--- src/logic/hd_pkg.sv ---
`default_nettype none
package hd_pkg;

  // Word and code widths of the protected word.
  localparam int HD_DATA_W = 32;
  localparam int HD_CHK_W = 7;
  localparam int HD_SYN_W = 8;

  // Data bits feeding each check bit, check bit 6 in the top slot.
  localparam logic [6:0][31:0] HD_CB_MASK = {
    32'hf8cf8886,
    32'h86b46f61,
    32'h6f2a161d,
    32'hc8c8f791,
    32'h844dc57e,
    32'h5313b3d8,
    32'hf1388f32
  };

  // Check bits 4 and 2 are stored inverted.
  localparam logic [6:0] HD_CB_INV = 7'h14;

  // Syndrome of a clean word, and of a word whose stored parity alone is wrong.
  localparam logic [7:0] HD_SYN_CLEAN = 8'h80;
  localparam logic [7:0] HD_SYN_PAR = 8'h00;

  // Reset values of the data, check bit and syndrome registers.
  localparam logic [31:0] HD_DATA_RST = 32'h00000000;
  localparam logic [6:0] HD_CHK_RST = 7'h00;
  localparam logic [7:0] HD_SYN_RST = 8'h00;

  // Check bits of a data word, inversions included.
  function automatic logic [6:0] hd_check_f(input logic [31:0] data);
    logic [6:0] cb;
    cb = '0;
    for (int j = 0; j < HD_CHK_W; j++) begin
      cb[j] = (^(data & HD_CB_MASK[j])) ^ HD_CB_INV[j];
    end
    return cb;
  endfunction : hd_check_f

  // Syndrome column that a flipped data bit produces.
  function automatic logic [6:0] hd_col_f(input int idx);
    logic [6:0] col;
    col = '0;
    for (int j = 0; j < HD_CHK_W; j++) begin
      col[j] = HD_CB_MASK[j][idx];
    end
    return col;
  endfunction : hd_col_f

endpackage : hd_pkg
`default_nettype wire

--- src/logic/hd_cw_if.sv ---
`timescale 1ns/1ps
`default_nettype none
// Data word and its code bits passed to a check bit generator.
interface hd_cw_if;
  logic [31:0] data;
  logic [6:0] check;
  logic parity;
  modport gen (input data, output check, output parity);
  modport user (output data, input check, input parity);
endinterface : hd_cw_if
`default_nettype wire

--- src/logic/hd_check_gen.sv ---
`timescale 1ns/1ps
`default_nettype none
module hd_check_gen (
  hd_cw_if.gen cw
);
  import hd_pkg::*;

  // Seven check bits and the odd parity bit of the word.
  assign cw.check = hd_check_f(cw.data);
  assign cw.parity = ~(^cw.data);

endmodule : hd_check_gen
`default_nettype wire

--- src/logic/hd_syn_dec.sv ---
`timescale 1ns/1ps
`default_nettype none
module hd_syn_dec (
  input wire logic [hd_pkg::HD_SYN_W-1:0] syn_i,
  output logic [hd_pkg::HD_DATA_W-1:0] flip_o,
  output logic correctable_o,
  output logic uncorrectable_o
);
  import hd_pkg::*;

  logic data_hit;
  logic chk_hit;
  logic par_hit;

  // A data bit error leaves the top bit clear and shows the bit's column.
  always_comb begin
    flip_o = '0;
    data_hit = 1'b0;
    for (int i = 0; i < HD_DATA_W; i++) begin
      if (syn_i == {1'b0, hd_col_f(i)}) begin
        flip_o[i] = 1'b1;
        data_hit = 1'b1;
      end
    end
  end

  // A check bit error keeps the top bit set and flips one lower bit.
  assign chk_hit = syn_i[7] && $onehot(syn_i[6:0]);
  assign par_hit = (syn_i == HD_SYN_PAR);

  // Anything else than a known pattern or a clean word cannot be repaired.
  assign correctable_o = data_hit || chk_hit || par_hit;
  assign uncorrectable_o = !correctable_o && (syn_i != HD_SYN_CLEAN);

endmodule : hd_syn_dec
`default_nettype wire

--- src/logic/hd_edac.sv ---
`timescale 1ns/1ps
`default_nettype none
module hd_edac #(
  parameter int DATA_W = 32
) (
  input wire logic core_clk_i,
  input wire logic nrst_i,
  input wire logic edac_en_i,
  input wire logic test_check_sel_i,
  input wire logic [hd_pkg::HD_CHK_W-1:0] test_check_bits_i,
  input wire logic wr_valid_i,
  input wire logic [hd_pkg::HD_DATA_W-1:0] wr_data_i,
  output logic mem_wr_valid_o,
  output logic [hd_pkg::HD_DATA_W-1:0] mem_wr_data_o,
  output logic [hd_pkg::HD_CHK_W-1:0] mem_check_bits_o,
  output logic mem_data_parity_line_o,
  input wire logic rd_valid_i,
  input wire logic [hd_pkg::HD_DATA_W-1:0] mem_rd_data_i,
  input wire logic [hd_pkg::HD_CHK_W-1:0] mem_rd_check_bits_i,
  input wire logic mem_rd_data_parity_line_i,
  output logic rd_valid_o,
  output logic [hd_pkg::HD_DATA_W-1:0] rd_data_o,
  output logic rd_uncorrectable_o,
  output logic [hd_pkg::HD_SYN_W-1:0] error_pattern_bits_o,
  output logic correctable_irq_o,
  output logic memory_exception_out_n_o
);
  import hd_pkg::*;

  // The correction tables are built for one word width only.
  if (DATA_W != HD_DATA_W) begin : g_bad_width
    $error("hd_edac supports a 32-bit data word only");
  end

  hd_cw_if wr_cw ();
  hd_cw_if rd_cw ();

  logic [HD_SYN_W-1:0] syn;
  logic [HD_DATA_W-1:0] flip;
  logic corr;
  logic uncorr;
  logic chk_on;

  logic mem_wr_valid_q;
  logic [HD_DATA_W-1:0] mem_wr_data_q;
  logic [HD_CHK_W-1:0] mem_check_bits_q;
  logic mem_parity_q;
  logic [HD_CHK_W-1:0] wr_check_d;

  logic rd_valid_q;
  logic [HD_DATA_W-1:0] rd_data_q;
  logic rd_uncorr_q;
  logic [HD_SYN_W-1:0] syn_q;
  logic irq_q;
  logic memory_exception_out_n_q;
  logic [HD_DATA_W-1:0] raw_q;
  logic [HD_DATA_W-1:0] wr_word;

  // Write side generator sees the word coming from the core.
  assign wr_cw.data = wr_data_i;
  hd_check_gen u_wr_gen (
    .cw(wr_cw.gen)
  );

  // Read side generator recomputes the code from the word read back.
  assign rd_cw.data = mem_rd_data_i;
  hd_check_gen u_rd_gen (
    .cw(rd_cw.gen)
  );

  // Syndrome from recomputed and stored code bits.
  assign syn[6:0] = rd_cw.check ^ mem_rd_check_bits_i;
  assign syn[7] = (^(rd_cw.check ^ HD_CB_INV)) ^ mem_rd_data_parity_line_i;

  hd_syn_dec u_dec (
    .syn_i(syn),
    .flip_o(flip),
    .correctable_o(corr),
    .uncorrectable_o(uncorr)
  );

  // Checking only happens on a read with correction switched on.
  assign chk_on = rd_valid_i && edac_en_i;

  // Test value replaces the generated check bits when selected.
  assign wr_check_d = test_check_sel_i ? test_check_bits_i : wr_cw.check;

  // Write path: only core writes reach the memory, never a repaired read.
  always_ff @(posedge core_clk_i or negedge nrst_i) begin
    if (!nrst_i) begin
      mem_wr_valid_q <= 1'b0;
      mem_wr_data_q <= HD_DATA_RST;
      mem_check_bits_q <= HD_CHK_RST;
      mem_parity_q <= 1'b0;
    end else begin
      mem_wr_valid_q <= wr_valid_i;
      if (wr_valid_i) begin
        mem_wr_data_q <= wr_data_i;
        mem_check_bits_q <= wr_check_d;
        mem_parity_q <= wr_cw.parity;
      end
    end
  end

  // Read data path: repaired word, or the raw word when checking is off.
  always_ff @(posedge core_clk_i or negedge nrst_i) begin
    if (!nrst_i) begin
      rd_valid_q <= 1'b0;
      rd_data_q <= HD_DATA_RST;
      raw_q <= HD_DATA_RST;
    end else begin
      rd_valid_q <= rd_valid_i;
      if (rd_valid_i) begin
        raw_q <= mem_rd_data_i;
        rd_data_q <= chk_on ? (mem_rd_data_i ^ flip) : mem_rd_data_i;
      end
    end
  end

  // Syndrome stays visible until the next checked read.
  always_ff @(posedge core_clk_i or negedge nrst_i) begin
    if (!nrst_i) begin
      syn_q <= HD_SYN_RST;
    end else if (chk_on) begin
      syn_q <= syn;
    end
  end

  // Error indications are single-cycle pulses aligned with rd_valid_o.
  always_ff @(posedge core_clk_i or negedge nrst_i) begin
    if (!nrst_i) begin
      rd_uncorr_q <= 1'b0;
      irq_q <= 1'b0;
      memory_exception_out_n_q <= 1'b1;
    end else begin
      rd_uncorr_q <= chk_on && uncorr;
      irq_q <= chk_on && corr;
      memory_exception_out_n_q <= !(chk_on && uncorr);
    end
  end

  // Every output comes straight from its register.
  assign mem_wr_valid_o = mem_wr_valid_q;
  assign mem_wr_data_o = mem_wr_data_q;
  assign mem_check_bits_o = mem_check_bits_q;
  assign mem_data_parity_line_o = mem_parity_q;
  assign rd_valid_o = rd_valid_q;
  assign rd_data_o = rd_data_q;
  assign rd_uncorrectable_o = rd_uncorr_q;
  assign error_pattern_bits_o = syn_q;
  assign correctable_irq_o = irq_q;
  assign memory_exception_out_n_o = memory_exception_out_n_q;

  // Stored write word, as the per-bit check bit assertions see it.
  assign wr_word = mem_wr_data_q;
endmodule : hd_edac
`default_nettype wire

--- config.mk ---
export PLATFORM = sky130hd
export DESIGN_NAME = hd_edac
export DESIGN_NICKNAME = d
export VERILOG_FILES = /design/src/logic/hd_pkg.sv /design/src/logic/hd_cw_if.sv /design/src/logic/hd_check_gen.sv /design/src/logic/hd_syn_dec.sv /design/src/logic/hd_edac.sv
export SDC_FILE = /design/constraint.sdc
export NUM_CORES = 1
export LEC_CHECK = 0
export BUFFER_PORTS_ARGS = -buffer_cell sky130_fd_sc_hd__buf_2
export CAP_MARGIN = 20
export CORE_ASPECT_RATIO = 0.5
export CORE_MARGIN = 5
export CORE_UTILIZATION = 45
export CTS_CLUSTER_SIZE = 20
export DETAILED_ROUTE_END_ITERATION = 8
export PLACE_DENSITY = 0.76
export SLEW_MARGIN = 10
export SYNTH_ARGS = -nofsm -noshare
export SYNTH_HDL_FRONTEND = slang
export SYNTH_SLANG_ARGS = --single-unit
--- constraint.sdc ---
create_clock -name core_clk_i -period 1.2 [get_ports core_clk_i]
set_input_delay 0.12 -clock core_clk_i [delete_from_list [all_inputs] [get_ports core_clk_i]]
set_output_delay 0.12 -clock core_clk_i [all_outputs]
set_load 0.01 [all_outputs]
* Word-level counts from Yosys, hierarchy flattened
Cells that the tools add are included.
** Word-level totals
- Bits in registers :: 85
- Input bits :: 85
- Output and inout port bits :: 85
- Logic and storage cells :: 150
** Operators by class
- Add/sub/neg operators :: 6
- Eq/ne operators :: 34
- Muxes and demuxes :: 65
- Bitwise operators :: 9
- Reduce and logical (&&, ||, !) cells :: 26
** Operator list (count)
- $reduce_xor 32->1 :: 15
- $eq 8x7->1 const B :: 16
- $eq 8x6->1 const B :: 12
- $mux 1 :: 63
- $eq 8x5->1 const B :: 4
- $mux 32 :: 1
- $xor 32x32->32 :: 1
- $logic_not 8->1 :: 1
- $ne 8x8->1 const B :: 1
- $mux 7 :: 1
- $reduce_xor 7->1 :: 1
- $xor 7x7->7 :: 1
- $add 1x1->2 :: 3
- $add 3x3->3 :: 2
- $logic_and 1x1->1 :: 5
- $not 1->1 :: 5
- $add 3x1->3 :: 1
- $eq 3x1->1 const B :: 1
- $logic_not 1->1 :: 2
- $logic_or 1x1->1 :: 2
- $not 2->2 :: 1
- $xor 1x1->1 :: 1

* Logic depth before layout (Yosys ltp)
- Depth after elaboration :: 44
- Gate-level depth with buffers :: 17
- Gate-level depth less buffers :: 17

* By module
From an unflattened synthesis, not the netlist that was laid out.
** Second synthesis, totals
- Cell total of the unflattened synthesis :: 570
- Area, all modules :: 5936.9 sq um
** By module, submodules not included
- hd_edac :: times used 1, cells each 311, area each 3627.2 sq um, seq. area each 2128.3 sq um
- hd_syn_dec :: times used 1, cells each 130, area each 833.3 sq um, seq. area each 0.0 sq um
- hd_check_gen (u_wr_gen) :: times used 1, cells each 68, area each 753.2 sq um, seq. area each 0.0 sq um
- hd_check_gen (u_rd_gen) :: times used 1, cells each 61, area each 723.2 sq um, seq. area each 0.0 sq um

* Least setup slack after synthesis
Ideal clock, no wire load.
- Path kind :: in2reg
- From :: in mem_rd_data_i[24] (netlist bit)
- To :: reg rd_uncorr_q, in the netlist rd_uncorrectable_o
- Library setup time :: 119 ps
- Arrival time :: 3812 ps
- Required time :: 1081 ps
- Setup slack :: -2731 ps
- Stages :: 17
- Path buffers :: 0
- Cell sequence :: xor2_1 -> xnor3_1 -> xnor3_1 -> xnor2_1 -> xor2_1 -> inv_1 -> ha_1 -> inv_1 -> fa_1 -> ha_1 -> inv_1 -> fa_1 -> xor2_1 -> and3_1 -> a21oi_1 -> mux2_2 -> and2_1
** Between the ends
- Elaborated cells between the ends (all ways) :: 86
- Those cells by class :: add/sub (5); eq/ne (34); mux (32); bitwise (4); reduce/logical (11)
** RTL lines
- from (decl) :: line hd_edac.sv:18 : input wire logic [hd_pkg::HD_DATA_W-1:0] mem_rd_data_i,
- $reduce_xor 32->1 * :: line hd_pkg.sv:37 : cb[j] = (^(data & HD_CB_MASK[j])) ^ HD_CB_INV[j];
- $xor 7x7->7 * :: line hd_edac.sv:72 : assign syn[6:0] = rd_cw.check ^ mem_rd_check_bits_i;
- via syn[1] :: line hd_edac.sv:38 : logic [HD_SYN_W-1:0] syn;
- $eq 8x6->1 :: line hd_syn_dec.sv:20 : if (syn_i == {1'b0, hd_col_f(i)}) begin
- $mux 1 (32 in series) :: line hd_syn_dec.sv:20
- $logic_or 1x1->1 (2 in series) :: line hd_syn_dec.sv:32 : assign correctable_o = data_hit || chk_hit || par_hit;
- $logic_not 1->1 :: line hd_syn_dec.sv:33 : assign uncorrectable_o = !correctable_o && (syn_i != HD_SYN_CLEAN);
- $logic_and 1x1->1 * :: line hd_syn_dec.sv:33
- $logic_and 1x1->1 * :: line hd_edac.sv:136 : rd_uncorr_q <= chk_on && uncorr;
- to (signal assigned) :: line hd_edac.sv:136
- to (decl) :: line hd_edac.sv:52 : logic rd_uncorr_q;
Mark *: on every way through the listed nets, which the timed path passes. The rest lies on a longest branch.
A chain may end at the register's enable or synchronous reset.

* Worst setup path after layout
- From :: in mem_rd_data_i[10] (netlist bit)
- To :: reg rd_uncorr_q, in the netlist rd_uncorrectable_o
** Between the ends
- Elaborated cells between the ends (all ways) :: 90
- Those cells by class :: add/sub (6); eq/ne (34); mux (32); bitwise (5); reduce/logical (13)
** RTL lines (line)
- $reduce_xor 32->1 * :: hd_pkg.sv:37
- $not 1->1 (no source line) *
- $xor 7x7->7 * :: hd_edac.sv:72
- via syn[2] :: hd_edac.sv:38
- $eq 8x6->1 :: hd_syn_dec.sv:20
- $mux 1 (32 in series) :: hd_syn_dec.sv:20
- $logic_or 1x1->1 (2 in series) :: hd_syn_dec.sv:32
- $logic_not 1->1 :: hd_syn_dec.sv:33
- $logic_and 1x1->1 * :: hd_syn_dec.sv:33
- $logic_and 1x1->1 * :: hd_edac.sv:136
Marked as above.

==> flow_summary_export.csv <==
group,metric,value,unit
run_status,status,"finished with violations",
run_status,violations,"negative setup slack",
sta,hold_violations,0,
logic_synthesis,ys_seq_area_share,36.7,%
critical_path,critPathSlowestCell,"fa_1",
sta,fin_skew,0,ns
sta,setup_slack,-2.48,ns
cts,clock_latency,0.34,ns
critical_path,critPathKind,"in2reg",
logic_synthesis,async_reset_ff_share,100,%
floorplan,die_area,15400,sq um
cts,cts_sinks,85,
power,cellPowerDensity,3670,nW/um^2
critical_path,crit_path_end_kind,"register",
layout,nNetsFinal,995,
global_route,grt_pass1_vias,6215,
sta,period_minus_slack,3.68,ns
global_route,overflow,0,
power,leakagePower,4.90,nW
critical_path,path_buf_inv,4,
critical_path,cp-start-kind,"primary input",
sta,worst_slew_pin_slew,0.617,ns
floorplan,rows,29,
layout,fin_area,10600,sq um
sta,max_freq,272,MHz
job,cap_violations,0,
cts,cts_htree_levels,3,
global_route,grt_first_pass_wirelength,35500,um
logic_synthesis,synthesis.area,5800,sq um
critical_path,slowest_delay,0.55,ns
critical_path,required,1.44,ns
drt,wl_per_cell,26.3,um
global_route,met3_usage,5.82,%
sta,tns,-77.99,ns
logic_synthesis,synth_ff_type,"dfrtp_1",
placement,gp_congestion,0.879,
logic_synthesis,synth_area_leaders,"dfrtp_1 36%, xnor2_1 16%, mux2_2 7.6%, o311ai_0 4.7%, nand3_1 4.6%",
sta,slew_headroom,58.5,%
placement,hpwl,14800,um
layout,drive_above_1_share,64.9,%
logic_synthesis,yosys.area.top_type,"dfrtp_1",
global_route,grt_max_degree,53,
layout,nFillCells,582,
drt,viasPerCell,6.08,
critical_path,crit_fanout,3,
critical_path,cpLargestDelayFamily,"adder cells",
logic_synthesis,ys_types,37,
sta,holdWs,0.0258,ns
cts,clk_path_buf_depth,2,
global_route,use_met1,37.5,%
logic_synthesis,synth.top_cell.area_share,36.3,%
global_route,antenna_found_initial,0,
placement,placed_area,8270,sq um
drt,drcViolationCount,0,
floorplan,fp.dieW,171,um
logic_synthesis,yosysWarnings,0,
layout,syn_to_final_growth,82.4,%
placement,placed_cells,996,
layout,antenna_cells,0,
sta,fin_crit_sh,307,%
critical_path,crit_top_cell,"inv_2",
logic_synthesis,yosysMostFrequentCell,"xnor2_1",
sta,drv_slew,0,
logic_synthesis,yosys_register_bits,85,
drt,drtAntennaViolNets,0,
drt,vias,6496,
hold_path,hold_path.class,"in2reg",
critical_path,arrival,3.92,ns
critical_path,path_cells,"buf_12, xnor3_1, xnor2_2, xnor3_2, xor2_2, inv_2, ha_4, inv_1, fa_1, ha_2, inv_2, fa_2, and3_4, a21oi_2, mux2_4, and2_4",
floorplan,core-area,12600,sq um
floorplan,fp.dieH,90.3,um
cts,root_buffer,"clkbuf_16",
floorplan,io_pins,170,
sta,rsz0062_at_grt,"yes",
layout,utilization,83.7,%
logic_synthesis,avgSynthCellArea,10.5,sq um
floorplan,start_util,45.9,%
logic_synthesis,synthesis.instances,551,
global_route,grt_util_met2,49.8,%
global_route,busiest_layer,"met2",
layout,stdcell_count,1068,
logic_synthesis,synthesis.nets,653,
power,peakVddDrop,0.00348,V
cts,cts_tree,"built",
placement,io_buffers,169,
cts,cts_made_buffers,9,
global_route,grtUsageTotal,29.4,%
drt,firstDrtPassIters,7,
drt,totalWireLength,28100,um
logic_synthesis,synth_commonest_cells,"105 x xnor2_1, 84 x dfrtp_1, 53 x nand3_1, 39 x mux2_2, 32 x nand2b_1",
cts,cts.clk_slew.worst_paths,0.07,ns
sta,final-setup-viol-count,51,
logic_synthesis,synth_edf_count,0,
drt,drt_iter0_drc,732,
[registers in the layout, summed over array words and instances, names as in the netlist]
name,cells
mem_data_parity_line_o,1
error_pattern_bits_o,8
mem_check_bits_o,7
memory_exception_out_n_o,1
mem_wr_valid_o,1
rd_data_o,32
rd_valid_o,1
rd_uncorrectable_o,1
correctable_irq_o,1
mem_wr_data_o,32
[cells by family (layout without fill, tap and decap cells)]
kind of cell | Yosys count | count (layout) | synth area share (%)
AO/OA/AOI/OAI | 66 | 66 | 8.42
AND/OR/NAND/NOR | 151 | 151 | 14.5
XOR/XNOR | 147 | 147 | 25.5
buffers and inverters | 46 | 393 | 3.17
multiplexers | 39 | 39 | 7.58
adder cells (fa/ha/maj) | 17 | 17 | 4.06
flip-flops | 85 | 85 | 36.7
[report_power, final]
part	internal [mW]	switching [mW]
clock	1.86	1.36
combinational	16.4	15.5
sequential	3.39	0.325
[worst paths after layout]
| check | from | to | slack [ns] | cells after the start |
|---|---|---|---|---|
| max | mem_rd_data_i[10] | rd_uncorrectable_o | -2.48 | 16 |
| min | mem_rd_data_i[4] | rd_data_o[4] | 0.03 | 2 |
| max reg2reg | rd_data_o[20] | rd_data_o[20] | 0.18 | 3 |
| min reg2reg | error_pattern_bits_o[3] | error_pattern_bits_o[3] | 0.48 | 2 |
| max in group asynchronous | nrst_i | mem_wr_data_o[9] | 0.40 | 3 |
| min in group asynchronous | nrst_i | rd_data_o[30] | 0.30 | 2 |
[stage by stage]
stage / worst slack [ns] / power (mW)
after floorplan: -2.59 / 13.4
after global placement: -2.82 / 18.8
after detailed placement: -2.94 / 19.3
after CTS: -2.38 / 28.6
after global routing: -2.55 / 40.0
final: -2.48 / 38.8
[placed cells by master, fill, tap and decap left out, types with 4 or more instances in the layout]
cell       count
xor2_4        12
ha_4           4
mux2_2        33
xnor2_4       18
inv_1          8
ha_1           7
o311ai_2       7
xor2_2         9
dfrtp_1       84
xnor2_2       48
buf_6         68
xnor3_1        7
or4_1         14
nand2_1       23
buf_8         11
nand3_1       37
buf_12        13
xor2_1         8
xnor2_1       39
nand2b_1      32
o21ai_1        5
inv_2          4
or4_4         14
clkbuf_16     11
o21ai_2        9
buf_4        129
mux2_4         6
buf_2        135
o311ai_1      20
nand3_2       15
[timing repair]
action / CTS / global route
hold endpoints to repair: 22 / 0
buffers inserted: 43 / 32
gates resized for setup: 172 / 161
cloned: 2 / 2
setup endpoints to repair: 51 / 51
pin swaps: 72 / 72
hold buffers: 2 / 0
[routing by layer]
metal | routed length (um) | vias to the layer above
met5 | 0 | -
li1 | - | 2632
met2 | 13300 | 502
met4 | 1390 | 0
met1 | 10500 | 3212
met3 | 2880 | 150
[final cells by class]
type	count	area [sq um]	share of cell area [%]
well taps	170	213	2.01
repair buffers	363	2970	28.1
inverters	14	57.6	0.544
clock buffers	9	225	2.13
multi-input cells	420	4880	46.2
flip-flops and latches	85	2130	20.1
clock inverters	7	103	0.970
No activity file was read; power rests on OpenSTA's default activity.
